### src/core/gphy_regs_pkg.sv
// Shared constants for the gigabit PHY next-page and control register bank
`default_nettype none
package gphy_regs_pkg;

  // ---------------------------------------------------------------
  // Register map: printed offsets are word indices, byte address = 4 * index
  // ---------------------------------------------------------------
  localparam logic [5:0] IDX_NEXT_PAGE_RECEIVE = 6'h08;
  localparam logic [5:0] IDX_GBIT_CONTROL = 6'h09;
  localparam logic [31:0] ADDR_NEXT_PAGE_RECEIVE =
    {24'h000000, IDX_NEXT_PAGE_RECEIVE, 2'b00};
  localparam logic [31:0] ADDR_GBIT_CONTROL =
    {24'h000000, IDX_GBIT_CONTROL, 2'b00};

  // ---------------------------------------------------------------
  // Field positions
  // ---------------------------------------------------------------
  localparam int POS_MESSAGE_PAGE = 13;
  localparam int POS_TOGGLE = 11;
  localparam int POS_CODE_LO = 0;
  localparam int CODE_W = 11;
  localparam int POS_TEST_MODE_LO = 13;
  localparam int POS_MANUAL_MS_EN = 12;
  localparam int POS_MS_VALUE = 11;
  localparam int POS_ADV_REPEATER = 10;
  localparam int POS_ADV_GIG_FULL = 9;
  localparam int POS_ADV_GIG_HALF = 8;

  // ---------------------------------------------------------------
  // Reset values and strap encodings
  // ---------------------------------------------------------------
  localparam logic [CODE_W-1:0] RST_CODE = 11'h000;
  localparam logic RST_TOGGLE = 1'b0;
  localparam logic RST_MESSAGE_PAGE = 1'b0;
  localparam logic [2:0] RST_TEST_MODE = 3'h0;
  localparam logic RST_MANUAL_MS_EN = 1'b0;
  localparam logic RST_MS_VALUE = 1'b0;
  localparam logic [1:0] STRAP_SPEED_GIG = 2'h2;

  // ---------------------------------------------------------------
  // Test mode encodings and AHB constants
  // ---------------------------------------------------------------
  typedef enum logic [2:0] {
    TM_NORMAL = 3'b000,
    TM_MODE1 = 3'b001,
    TM_MODE2 = 3'b010,
    TM_MODE3 = 3'b011,
    TM_MODE4 = 3'b100
  } test_mode_t;
  localparam logic [2:0] HSIZE_WORD = 3'h2;

endpackage
`default_nettype wire

### src/core/test_mode_decode.sv
// Decoder from the three-bit test mode field to one-hot mode selects
`timescale 1ns/1ns
`default_nettype none
module test_mode_decode (
  // Field
  input wire logic [2:0] mode_field,
  // Selects
  output logic normal_operation,
  output logic [3:0] test_mode_sel
);

  always_comb begin
    normal_operation = 1'b0;
    test_mode_sel = 4'h0;
    case (gphy_regs_pkg::test_mode_t'(mode_field))
      gphy_regs_pkg::TM_NORMAL: normal_operation = 1'b1;
      gphy_regs_pkg::TM_MODE1: test_mode_sel = 4'h1;
      gphy_regs_pkg::TM_MODE2: test_mode_sel = 4'h2;
      gphy_regs_pkg::TM_MODE3: test_mode_sel = 4'h4;
      gphy_regs_pkg::TM_MODE4: test_mode_sel = 4'h8;
      // Undefined codes fall back to normal operation
      default: normal_operation = 1'b1;
    endcase
  end

endmodule
`default_nettype wire

### src/core/strap_defaults.sv
// Strap-derived reset defaults for the advertisement bits
`timescale 1ns/1ns
`default_nettype none
module strap_defaults (
  // Strap levels
  input wire logic strap_an_enable,
  input wire logic strap_duplex,
  input wire logic [1:0] strap_speed,
  input wire logic strap_multi_port,
  // Defaults
  output logic def_repeater,
  output logic def_gig_full,
  output logic def_gig_half
);

  logic gig_strap;

  // Without negotiation the straps do not steer the advertisement
  always_comb begin
    gig_strap = (strap_speed == gphy_regs_pkg::STRAP_SPEED_GIG);
    if (strap_an_enable) begin
      def_repeater = strap_multi_port;
      def_gig_full = gig_strap && strap_duplex;
      def_gig_half = gig_strap && !strap_duplex;
    end else begin
      def_repeater = 1'b0;
      def_gig_full = 1'b1;
      def_gig_half = 1'b1;
    end
  end

endmodule
`default_nettype wire

### src/core/gphy_np_ctrl_regs.sv
// AHB-Lite register bank: partner next-page receive and gigabit control
`timescale 1ns/1ns
`default_nettype none

// What this block does
// - Toggle flag reads the inverse of the partner's last toggle bit.
// - Each received next page code lands in bits 10 to 0.
// - Message page flag set means the code is a formatted message.
// - After reset the received code reads all zeros.
// - Control bits 15 to 13 pick normal operation or test modes 1-4.
// - Bit 12 enables manual master/slave; bit 11 then forces the role.
// - Bit 10 advertises repeater or end station; strap sets its default.
// - Bit 9 advertises gigabit full duplex; straps set its default.
// - Bit 8 advertises gigabit half duplex; straps set its default.
// - Control bits 7 to 0 ignore writes and read as zero.
module gphy_np_ctrl_regs (
  // Clock and reset
  input wire logic hclk,
  input wire logic hresetn,
  // AHB-Lite slave
  input wire logic hsel,
  input wire logic [31:0] haddr,
  input wire logic [1:0] htrans,
  input wire logic hwrite,
  input wire logic [2:0] hsize,
  input wire logic hready,
  input wire logic [31:0] hwdata,
  output logic [31:0] hrdata,
  output logic hreadyout,
  output logic hresp,
  // Next page from the negotiation engine
  input wire logic np_rx_valid,
  input wire logic np_rx_toggle,
  input wire logic np_rx_message_page,
  input wire logic [10:0] np_rx_code,
  // Strap levels
  input wire logic strap_an_enable,
  input wire logic strap_duplex,
  input wire logic [1:0] strap_speed,
  input wire logic strap_multi_port,
  // Received page as seen by the rest of the PHY
  output logic partner_toggle_flag,
  output logic message_page_flag,
  output logic [10:0] rx_code,
  output logic code_is_message,
  // Control outputs
  output logic normal_operation,
  output logic [3:0] test_mode_sel,
  output logic force_master,
  output logic force_slave,
  output logic adv_repeater,
  output logic adv_gig_full,
  output logic adv_gig_half
);

  // ---------------------------------------------------------------
  // Address phase capture
  // ---------------------------------------------------------------
  logic ap_valid;
  logic dp_write;
  logic dp_ctrl;
  logic dp_rx;

  function automatic logic word_at(input logic [31:0] a,
                                   input logic [31:0] target);
    word_at = (a == target);
  endfunction

  assign ap_valid = hsel && htrans[1] && hready;

  // Only whole-word writes reach the registers; narrower ones are dropped
  always_ff @(posedge hclk or negedge hresetn) begin
    if (!hresetn) begin
      dp_write <= 1'b0;
      dp_ctrl <= 1'b0;
      dp_rx <= 1'b0;
    end else if (hready) begin
      dp_write <= ap_valid && hwrite && (hsize == gphy_regs_pkg::HSIZE_WORD);
      dp_ctrl <= ap_valid &&
        word_at(haddr, gphy_regs_pkg::ADDR_GBIT_CONTROL);
      dp_rx <= ap_valid &&
        word_at(haddr, gphy_regs_pkg::ADDR_NEXT_PAGE_RECEIVE);
    end
  end

  // Zero wait states, always OKAY
  assign hreadyout = 1'b1;
  assign hresp = 1'b0;

  // ---------------------------------------------------------------
  // Strap defaults, loaded on the first edge after reset release
  // ---------------------------------------------------------------
  logic def_repeater;
  logic def_gig_full;
  logic def_gig_half;
  logic strap_loaded;

  strap_defaults u_strap (
    .strap_an_enable(strap_an_enable),
    .strap_duplex(strap_duplex),
    .strap_speed(strap_speed),
    .strap_multi_port(strap_multi_port),
    .def_repeater(def_repeater),
    .def_gig_full(def_gig_full),
    .def_gig_half(def_gig_half)
  );

  always_ff @(posedge hclk or negedge hresetn) begin
    if (!hresetn) begin
      strap_loaded <= 1'b0;
    end else begin
      strap_loaded <= 1'b1;
    end
  end

  // ---------------------------------------------------------------
  // Control register
  // ---------------------------------------------------------------
  logic [2:0] test_mode;
  logic manual_ms_en;
  logic ms_value;
  logic [2:0] next_test_mode;
  logic next_manual_ms_en;
  logic next_ms_value;
  logic next_adv_repeater;
  logic next_adv_gig_full;
  logic next_adv_gig_half;
  logic ctrl_wr;

  assign ctrl_wr = dp_write && dp_ctrl;

  // The next value also feeds the read path, so a read right behind a
  // write sees the written data without a wait state
  always_comb begin
    next_test_mode = test_mode;
    next_manual_ms_en = manual_ms_en;
    next_ms_value = ms_value;
    next_adv_repeater = adv_repeater;
    next_adv_gig_full = adv_gig_full;
    next_adv_gig_half = adv_gig_half;
    if (!strap_loaded) begin
      next_adv_repeater = def_repeater;
      next_adv_gig_full = def_gig_full;
      next_adv_gig_half = def_gig_half;
    end else if (ctrl_wr) begin
      next_test_mode = hwdata[gphy_regs_pkg::POS_TEST_MODE_LO +: 3];
      next_manual_ms_en = hwdata[gphy_regs_pkg::POS_MANUAL_MS_EN];
      next_ms_value = hwdata[gphy_regs_pkg::POS_MS_VALUE];
      next_adv_repeater = hwdata[gphy_regs_pkg::POS_ADV_REPEATER];
      next_adv_gig_full = hwdata[gphy_regs_pkg::POS_ADV_GIG_FULL];
      next_adv_gig_half = hwdata[gphy_regs_pkg::POS_ADV_GIG_HALF];
    end
  end

  always_ff @(posedge hclk or negedge hresetn) begin
    if (!hresetn) begin
      test_mode <= gphy_regs_pkg::RST_TEST_MODE;
      manual_ms_en <= gphy_regs_pkg::RST_MANUAL_MS_EN;
      ms_value <= gphy_regs_pkg::RST_MS_VALUE;
      adv_repeater <= 1'b0;
      adv_gig_full <= 1'b0;
      adv_gig_half <= 1'b0;
    end else begin
      test_mode <= next_test_mode;
      manual_ms_en <= next_manual_ms_en;
      ms_value <= next_ms_value;
      adv_repeater <= next_adv_repeater;
      adv_gig_full <= next_adv_gig_full;
      adv_gig_half <= next_adv_gig_half;
    end
  end

  // Role is only forced while manual configuration is on
  always_ff @(posedge hclk or negedge hresetn) begin
    if (!hresetn) begin
      force_master <= 1'b0;
      force_slave <= 1'b0;
    end else begin
      force_master <= next_manual_ms_en && next_ms_value;
      force_slave <= next_manual_ms_en && !next_ms_value;
    end
  end

  test_mode_decode u_test_mode (
    .mode_field(test_mode),
    .normal_operation(normal_operation),
    .test_mode_sel(test_mode_sel)
  );

  // ---------------------------------------------------------------
  // Next page receive register
  // ---------------------------------------------------------------
  logic next_toggle;
  logic next_message_page;
  logic [10:0] next_rx_code;

  // Bus writes do not enter here at all; only the negotiation engine does
  always_comb begin
    next_toggle = partner_toggle_flag;
    next_message_page = message_page_flag;
    next_rx_code = rx_code;
    if (np_rx_valid) begin
      next_toggle = !np_rx_toggle;
      next_message_page = np_rx_message_page;
      next_rx_code = np_rx_code;
    end
  end

  always_ff @(posedge hclk or negedge hresetn) begin
    if (!hresetn) begin
      partner_toggle_flag <= gphy_regs_pkg::RST_TOGGLE;
      message_page_flag <= gphy_regs_pkg::RST_MESSAGE_PAGE;
      rx_code <= gphy_regs_pkg::RST_CODE;
    end else begin
      partner_toggle_flag <= next_toggle;
      message_page_flag <= next_message_page;
      rx_code <= next_rx_code;
    end
  end

  assign code_is_message = message_page_flag;

  // ---------------------------------------------------------------
  // Read data, loaded in the address phase
  // ---------------------------------------------------------------
  logic [31:0] next_rdata;

  always_comb begin
    next_rdata = 32'h00000000;
    if (word_at(haddr, gphy_regs_pkg::ADDR_GBIT_CONTROL)) begin
      next_rdata[gphy_regs_pkg::POS_TEST_MODE_LO +: 3] = next_test_mode;
      next_rdata[gphy_regs_pkg::POS_MANUAL_MS_EN] = next_manual_ms_en;
      next_rdata[gphy_regs_pkg::POS_MS_VALUE] = next_ms_value;
      next_rdata[gphy_regs_pkg::POS_ADV_REPEATER] = next_adv_repeater;
      next_rdata[gphy_regs_pkg::POS_ADV_GIG_FULL] = next_adv_gig_full;
      next_rdata[gphy_regs_pkg::POS_ADV_GIG_HALF] = next_adv_gig_half;
    end else if (word_at(haddr, gphy_regs_pkg::ADDR_NEXT_PAGE_RECEIVE)) begin
      next_rdata[gphy_regs_pkg::POS_MESSAGE_PAGE] = next_message_page;
      next_rdata[gphy_regs_pkg::POS_TOGGLE] = next_toggle;
      next_rdata[gphy_regs_pkg::POS_CODE_LO +: 11] = next_rx_code;
    end
  end

  // Low control bits are never set above, so they read zero
  always_ff @(posedge hclk or negedge hresetn) begin
    if (!hresetn) begin
      hrdata <= 32'h00000000;
    end else if (ap_valid && !hwrite) begin
      hrdata <= next_rdata;
    end
  end
endmodule
`default_nettype wire

### config.mk
export PLATFORM = sky130hd
export DESIGN_NAME = gphy_np_ctrl_regs
export DESIGN_NICKNAME = d
export VERILOG_FILES = /design/src/core/gphy_regs_pkg.sv /design/src/core/test_mode_decode.sv /design/src/core/strap_defaults.sv /design/src/core/gphy_np_ctrl_regs.sv
export SDC_FILE = /design/constraint.sdc
export NUM_CORES = 1
export LEC_CHECK = 0
export ABC_AREA = 1
export BUFFER_PORTS_ARGS = -buffer_cell sky130_fd_sc_hd__buf_2
export CORE_ASPECT_RATIO = 1.5
export CORE_MARGIN = 4
export CORE_UTILIZATION = 30
export CTS_CLUSTER_DIAMETER = 200
export DETAILED_ROUTE_END_ITERATION = 8
export GPL_TIMING_DRIVEN = 0
export PLACE_DENSITY_LB_ADDON = 0.05
export SLEW_MARGIN = 15
export SYNTH_ARGS = -nofsm -noshare
export SYNTH_HDL_FRONTEND = slang
export SYNTH_SLANG_ARGS = --single-unit
### constraint.sdc
create_clock -name hclk -period 3.3 [get_ports hclk]
set_clock_uncertainty 0.15 [all_clocks]
set_input_delay 0.165 -clock hclk [delete_from_list [all_inputs] [get_ports hclk]]
set_output_delay 0.165 -clock hclk [all_outputs]
set_load 0.05 [all_outputs]
# After elaboration in Yosys (flattened, before gate mapping)
# Index checks and enable logic that the tools add are counted.
dict set report totals {
  out_inout_bits 58
  in_bits 93
  register_bits 42
}
dict set report classes {
  reduce_logical 16
  eq_ne 8
  mux 27
}
# operator n
set ops {}
lappend ops {{== test 32 x 6 -> 1 bit (second input constant)} 2}
lappend ops {{2-to-1 mux 1 bit} 19}
lappend ops {{one-hot mux 4 bit (4 select lines)} 1}
lappend ops {{2-to-1 mux 12 bit} 1}
lappend ops {{logical AND 1 bit} 11}
lappend ops {{2-to-1 mux 11 bit} 1}
lappend ops {{== test 3 x 2 -> 1 bit (second input constant)} 3}
lappend ops {{2-to-1 mux 8 bit} 1}
lappend ops {{2-to-1 mux 3 bit} 2}
lappend ops {{zero test 1 bit} 4}
lappend ops {{2-to-1 mux 4 bit} 1}
lappend ops {{OR reduction 4 bit} 1}
lappend ops {{== test 3 x 1 -> 1 bit (second input constant)} 1}
lappend ops {{== test 3 bit (second input constant)} 1}
lappend ops {{== test 2 bit (second input constant)} 1}
lappend ops {{2-to-1 mux 2 bit} 1}

# Logic depth before layout (Yosys ltp)
dict set report depth {
  ltp_word 5
  depth_mapped 10
  depth_no_buf 10
}

# Hierarchy
# A second synthesis with hierarchy kept.
dict set report hier_totals {
  cells_unflattened 292
  hier_area_um2 2190.9
}
# mod cells_each area_each_um2 n_inst
set modules_own_cells {}
lappend modules_own_cells {gphy_np_ctrl_regs 273 2110.8 1}
lappend modules_own_cells {test_mode_decode 11 47.5 1}
lappend modules_own_cells {strap_defaults 8 32.5 1}

# Worst setup path after synthesis
# OpenSTA, ideal clock, no wires.
dict set report synth_timing {
  kind {reg-to-output}
  start {register test_mode[1]}
  end {output port normal_operation}
  required_ns 2.985
  path_stages_with_launch 4
  arrival_ns 2.293
  path_slack_ns 0.692
  n_path_buf 0
  path_cell_list {dfrtp_1 inv_1 nor3_1 nor4_1}
}
dict set report synth_between {
  elab_chain_cells 3
}
# item line
set synth_rtl {}
lappend synth_rtl {{from (decl)} gphy_np_ctrl_regs.sv:119} ;# logic [2:0] test_mode;
lappend synth_rtl {{from (signal assigned)} gphy_np_ctrl_regs.sv:157} ;# test_mode <= gphy_regs_pkg::RST_TEST_MODE;
lappend synth_rtl {{from (signal assigned)} gphy_np_ctrl_regs.sv:164} ;# test_mode <= next_test_mode;
lappend synth_rtl {{== test 3 x 1 -> 1 bit (tied with other cells)} test_mode_decode.sv:15} ;# case (gphy_regs_pkg::test_mode_t'(mode_field))
lappend synth_rtl {{OR reduction 4 bit (no line) (*)} --}
lappend synth_rtl {{2-to-1 mux 1 bit (*)} test_mode_decode.sv:15}
lappend synth_rtl {{to (decl)} gphy_np_ctrl_regs.sv:47} ;# output logic normal_operation,
# Every way passes the cells marked *; elsewhere a longest branch is shown, timed or not.

# Final worst setup path
# Ends and elaborated chain as after synthesis.

==> summary.md <==
| Metric | Value |
|---|---|
| Status | `complete, no violations` |
| R2R cell count | `10` |
| Cell count after synthesis | `290` |
| Leak | `0.00199 uW` |
| First-pass GRT wire length | `9470 um` |
| Fmax | `0.581 GHz` |
| Seq/Total Area, Yosys | `47.2%` |
| Slew @ Worst Pin | `0.960 ns` |
| CP endpoint kind | `output pin` |
| Worst hold path depth | `3` |
| Sink Count | `42` |
| Non-filler instance count after layout | `541` |
| Largest net degree at the start of global routing | `43` |
| Ranking of synthesized cells by area | `dfrtp_1 47%, nand2_1 20%, buf_4 6.4%` |
| Register area | `1050 um^2` |
| WP data arrival | `1.41 ns` |
| Post-DP HPWL | `4640 um` |
| Maximum clock insertion buffer count | `2` |
| Drt wl/cell | `10.8 um` |
| CP max-delay cell | `dfrtp_1` |
| Crit path cell chain | `inv_1 -> nor3_1 -> nor4_1 -> buf_2` |
| Layout cells sized above 1 | `36.7%` |
| Pwr dens | `389 nW/um^2` |
| Largest register by flop count | `hrdata` |
| Clock transition at path regs | `0.08 ns` |
| Yosys reg bits | `42` |
| Most frequent cell after synthesis | `nand2_1` |
| Vias | `2175` |
| H-tree levels | `2` |
| WP data required | `2.98 ns` |
| Most frequent cells after synthesis | `119 x nand2_1, 42 x dfrtp_1, 32 x inv_1` |
| Number of remaining DRC errors | `0` |
| Prevailing post-synth register cell | `dfrtp_1` |
| Critical path depth in cells | `4` |
| Worst slew margin | `36.0%` |
| Ys Warns | `0` |
| Die Y-Extent | `114 um` |
| Max reg flops | `16` |
| Initial Utilization | `30.8%` |
| Fin crit period | `1.72 ns` |
| Fin nets | `534` |
| Aggregate global routing overflow | `0` |
| Post-synth cell types | `27` |
| Fillers | `795` |
| Root Driver | `clkbuf_8` |
| Layout area overhead | `46.6%` |
| Synth async-reset ratio | `100%` |
| Initial DRC count | `97` |
| Fin. Hold Viols | `0` |
| Routability cong. | `0.740` |
| Synthesized area per cell | `7.68 um^2` |
| CP top delay family | `buffers and inverters` |
| I/O pin count | `151` |
| Area of the core | `7230 um^2` |
| Total Routing Usage GR | `13.2%` |
| Tcrit/Tclk final | `52.1%` |
| Critical Path Fanout Max | `4` |
| Cells after DPL | `514` |
| Max Slew Vio Count | `0` |
| Synth Cell Area | `2230 um^2` |
| WP buf/inv | `2` |
| IO buf count | `107` |
| Die span in x | `78.4 um` |
| TritonCTS Buffers | `5` |
| Setup TNS | `0 ns` |
| Inserted Diodes | `0` |
| Setup-failing EPs final | `0` |
| Final ANT Viol Nets | `0` |
| Post-Route WL | `5850 um` |
| Number of global-route vias before repair | `2086` |
| TritonCTS clock tree | `built` |
| Rows | `38` |
| Initial antenna violation count | `0` |
| Multi-input gate area | `918 um^2` |
| RSZ-0062 raised after global routing | `false` |
| Most area-hungry cell type in the Yosys netlist | `dfrtp_1` |
| Vias/cell | `4.02` |
| Regs by FF count | `hrdata x16, rx_code x11, test_mode x3` |
| Die area | `8890 um^2` |
| EDFF count, synth | `0` |
| Crit-path max cell delay | `0.38 ns` |
| Kind of critical path | `flop to output pin` |
| Hold Crit Class | `primary input to flop` |
| Synth top area share | `47.2%` |
| DRT Pass-1 Iters | `4` |
| Max Cap Violations | `0` |
| Worst IR Drop VDD | `0.160 mV` |
| Clk_lat worst skew | `0.29 ns` |
| Worst setup SP type | `flop` |
==> layer usage <==
layer | global-route usage, % | wire length, um | vias up
met5 | 0 | 0 | -
met4 | 3.85 | 80 | 0
met3 | 2.92 | 339 | 7
met2 | 25.0 | 3170 | 62
met1 | 14.5 | 2260 | 974
li1 | - | - | 1132
==> area by class of cell <==
type                       instances  share of cell area, %
buffer                            24                   5.33
clock buffer                       6                   2.53
clock inverter                     1                  0.920
inverter                          38                   4.52
multi-input combinational        203                   28.1
sequential                        42                   32.2
tap                              100                   3.83
timing repair buffer             127                   22.5
==> what timing repair did <==
item	4_1_cts	5_1_grt
hold endpoints to repair	61	0
setup buffers	0	0
hold buffers	20	0
resized for setup	0	0
==> through the flow <==
stage	utilization [%]	setup slack (ns)	cell area, um^2	power, uW	hold slack [ns]
after floorplan	-	0.692	2290	763	-0.281
after global placement	40.8	1.86	2950	852	0.234
after detailed placement	40.8	1.84	2950	854	0.228
after CTS	45.2	1.55	3260	1300	0.00337
after global routing	45.2	1.47	3260	1340	0.0165
final	45.2	1.58	3260	1270	0.00786
==> logic make-up (layout without fill, tap and decap cells) <==
kind of cell | Yosys count | count (layout) | share of synthesized area [%]
AND/OR/NAND/NOR | 176 | 176 | 35.8
buffers and inverters | 62 | 196 | 14.4
flip-flops | 42 | 42 | 47.2
AO/OA/AOI/OAI | 8 | 8 | 2.25
other | 2 | 19 | 0.337
==> path summary, 6_finish.rpt <==
| check | startpoint | to | slack [ns] |
|---|---|---|---|
| max | test_mode[1] | normal_operation | 1.58 |
| min | hwdata[14] | test_mode[1] | 0.008 |
| max reg2reg | dp_write | hrdata[11] | 1.93 |
| min reg2reg | hrdata[8] | hrdata[8] | 0.32 |
| max in group asynchronous | hresetn | dp_ctrl | 1.99 |
| min in group asynchronous | hresetn | hrdata[5] | 0.41 |
==> worst reg2reg max path, cell delays in order (launching register included) <==
cell and delay (ns):
dfrtp_1 0.41, nand2_2 0.13, inv_4 0.06, nand2_4 0.12, nand2_2 0.07, inv_2 0.07, nor2_4 0.04, nand3_1 0.07
nand2_1 0.05, nand2_1 0.05, nand2_1 0.05
==> placed cells by master, fill, tap and decap left out, drive strengths merged <==
cell type	n
nand2	125
bufinv	1
o22ai	2
clkbuf	6
dlygate4sd3	20
nor2	24
buf	131
and2	1
nand3b	1
nand4	1
dfrtp	42
o21ai	4
nand3	19
conb	19
nor3	4
o21a	1
nor4	1
a21oi	1
inv	38
==> power breakdown <==
group	internal, uW	switching (uW)	total (uW)
sequential	538	11.9	550
combinational	97.7	211	309
clock	242	170	412
total	878	393	1270
No activity file was read; power rests on OpenSTA's default activity.
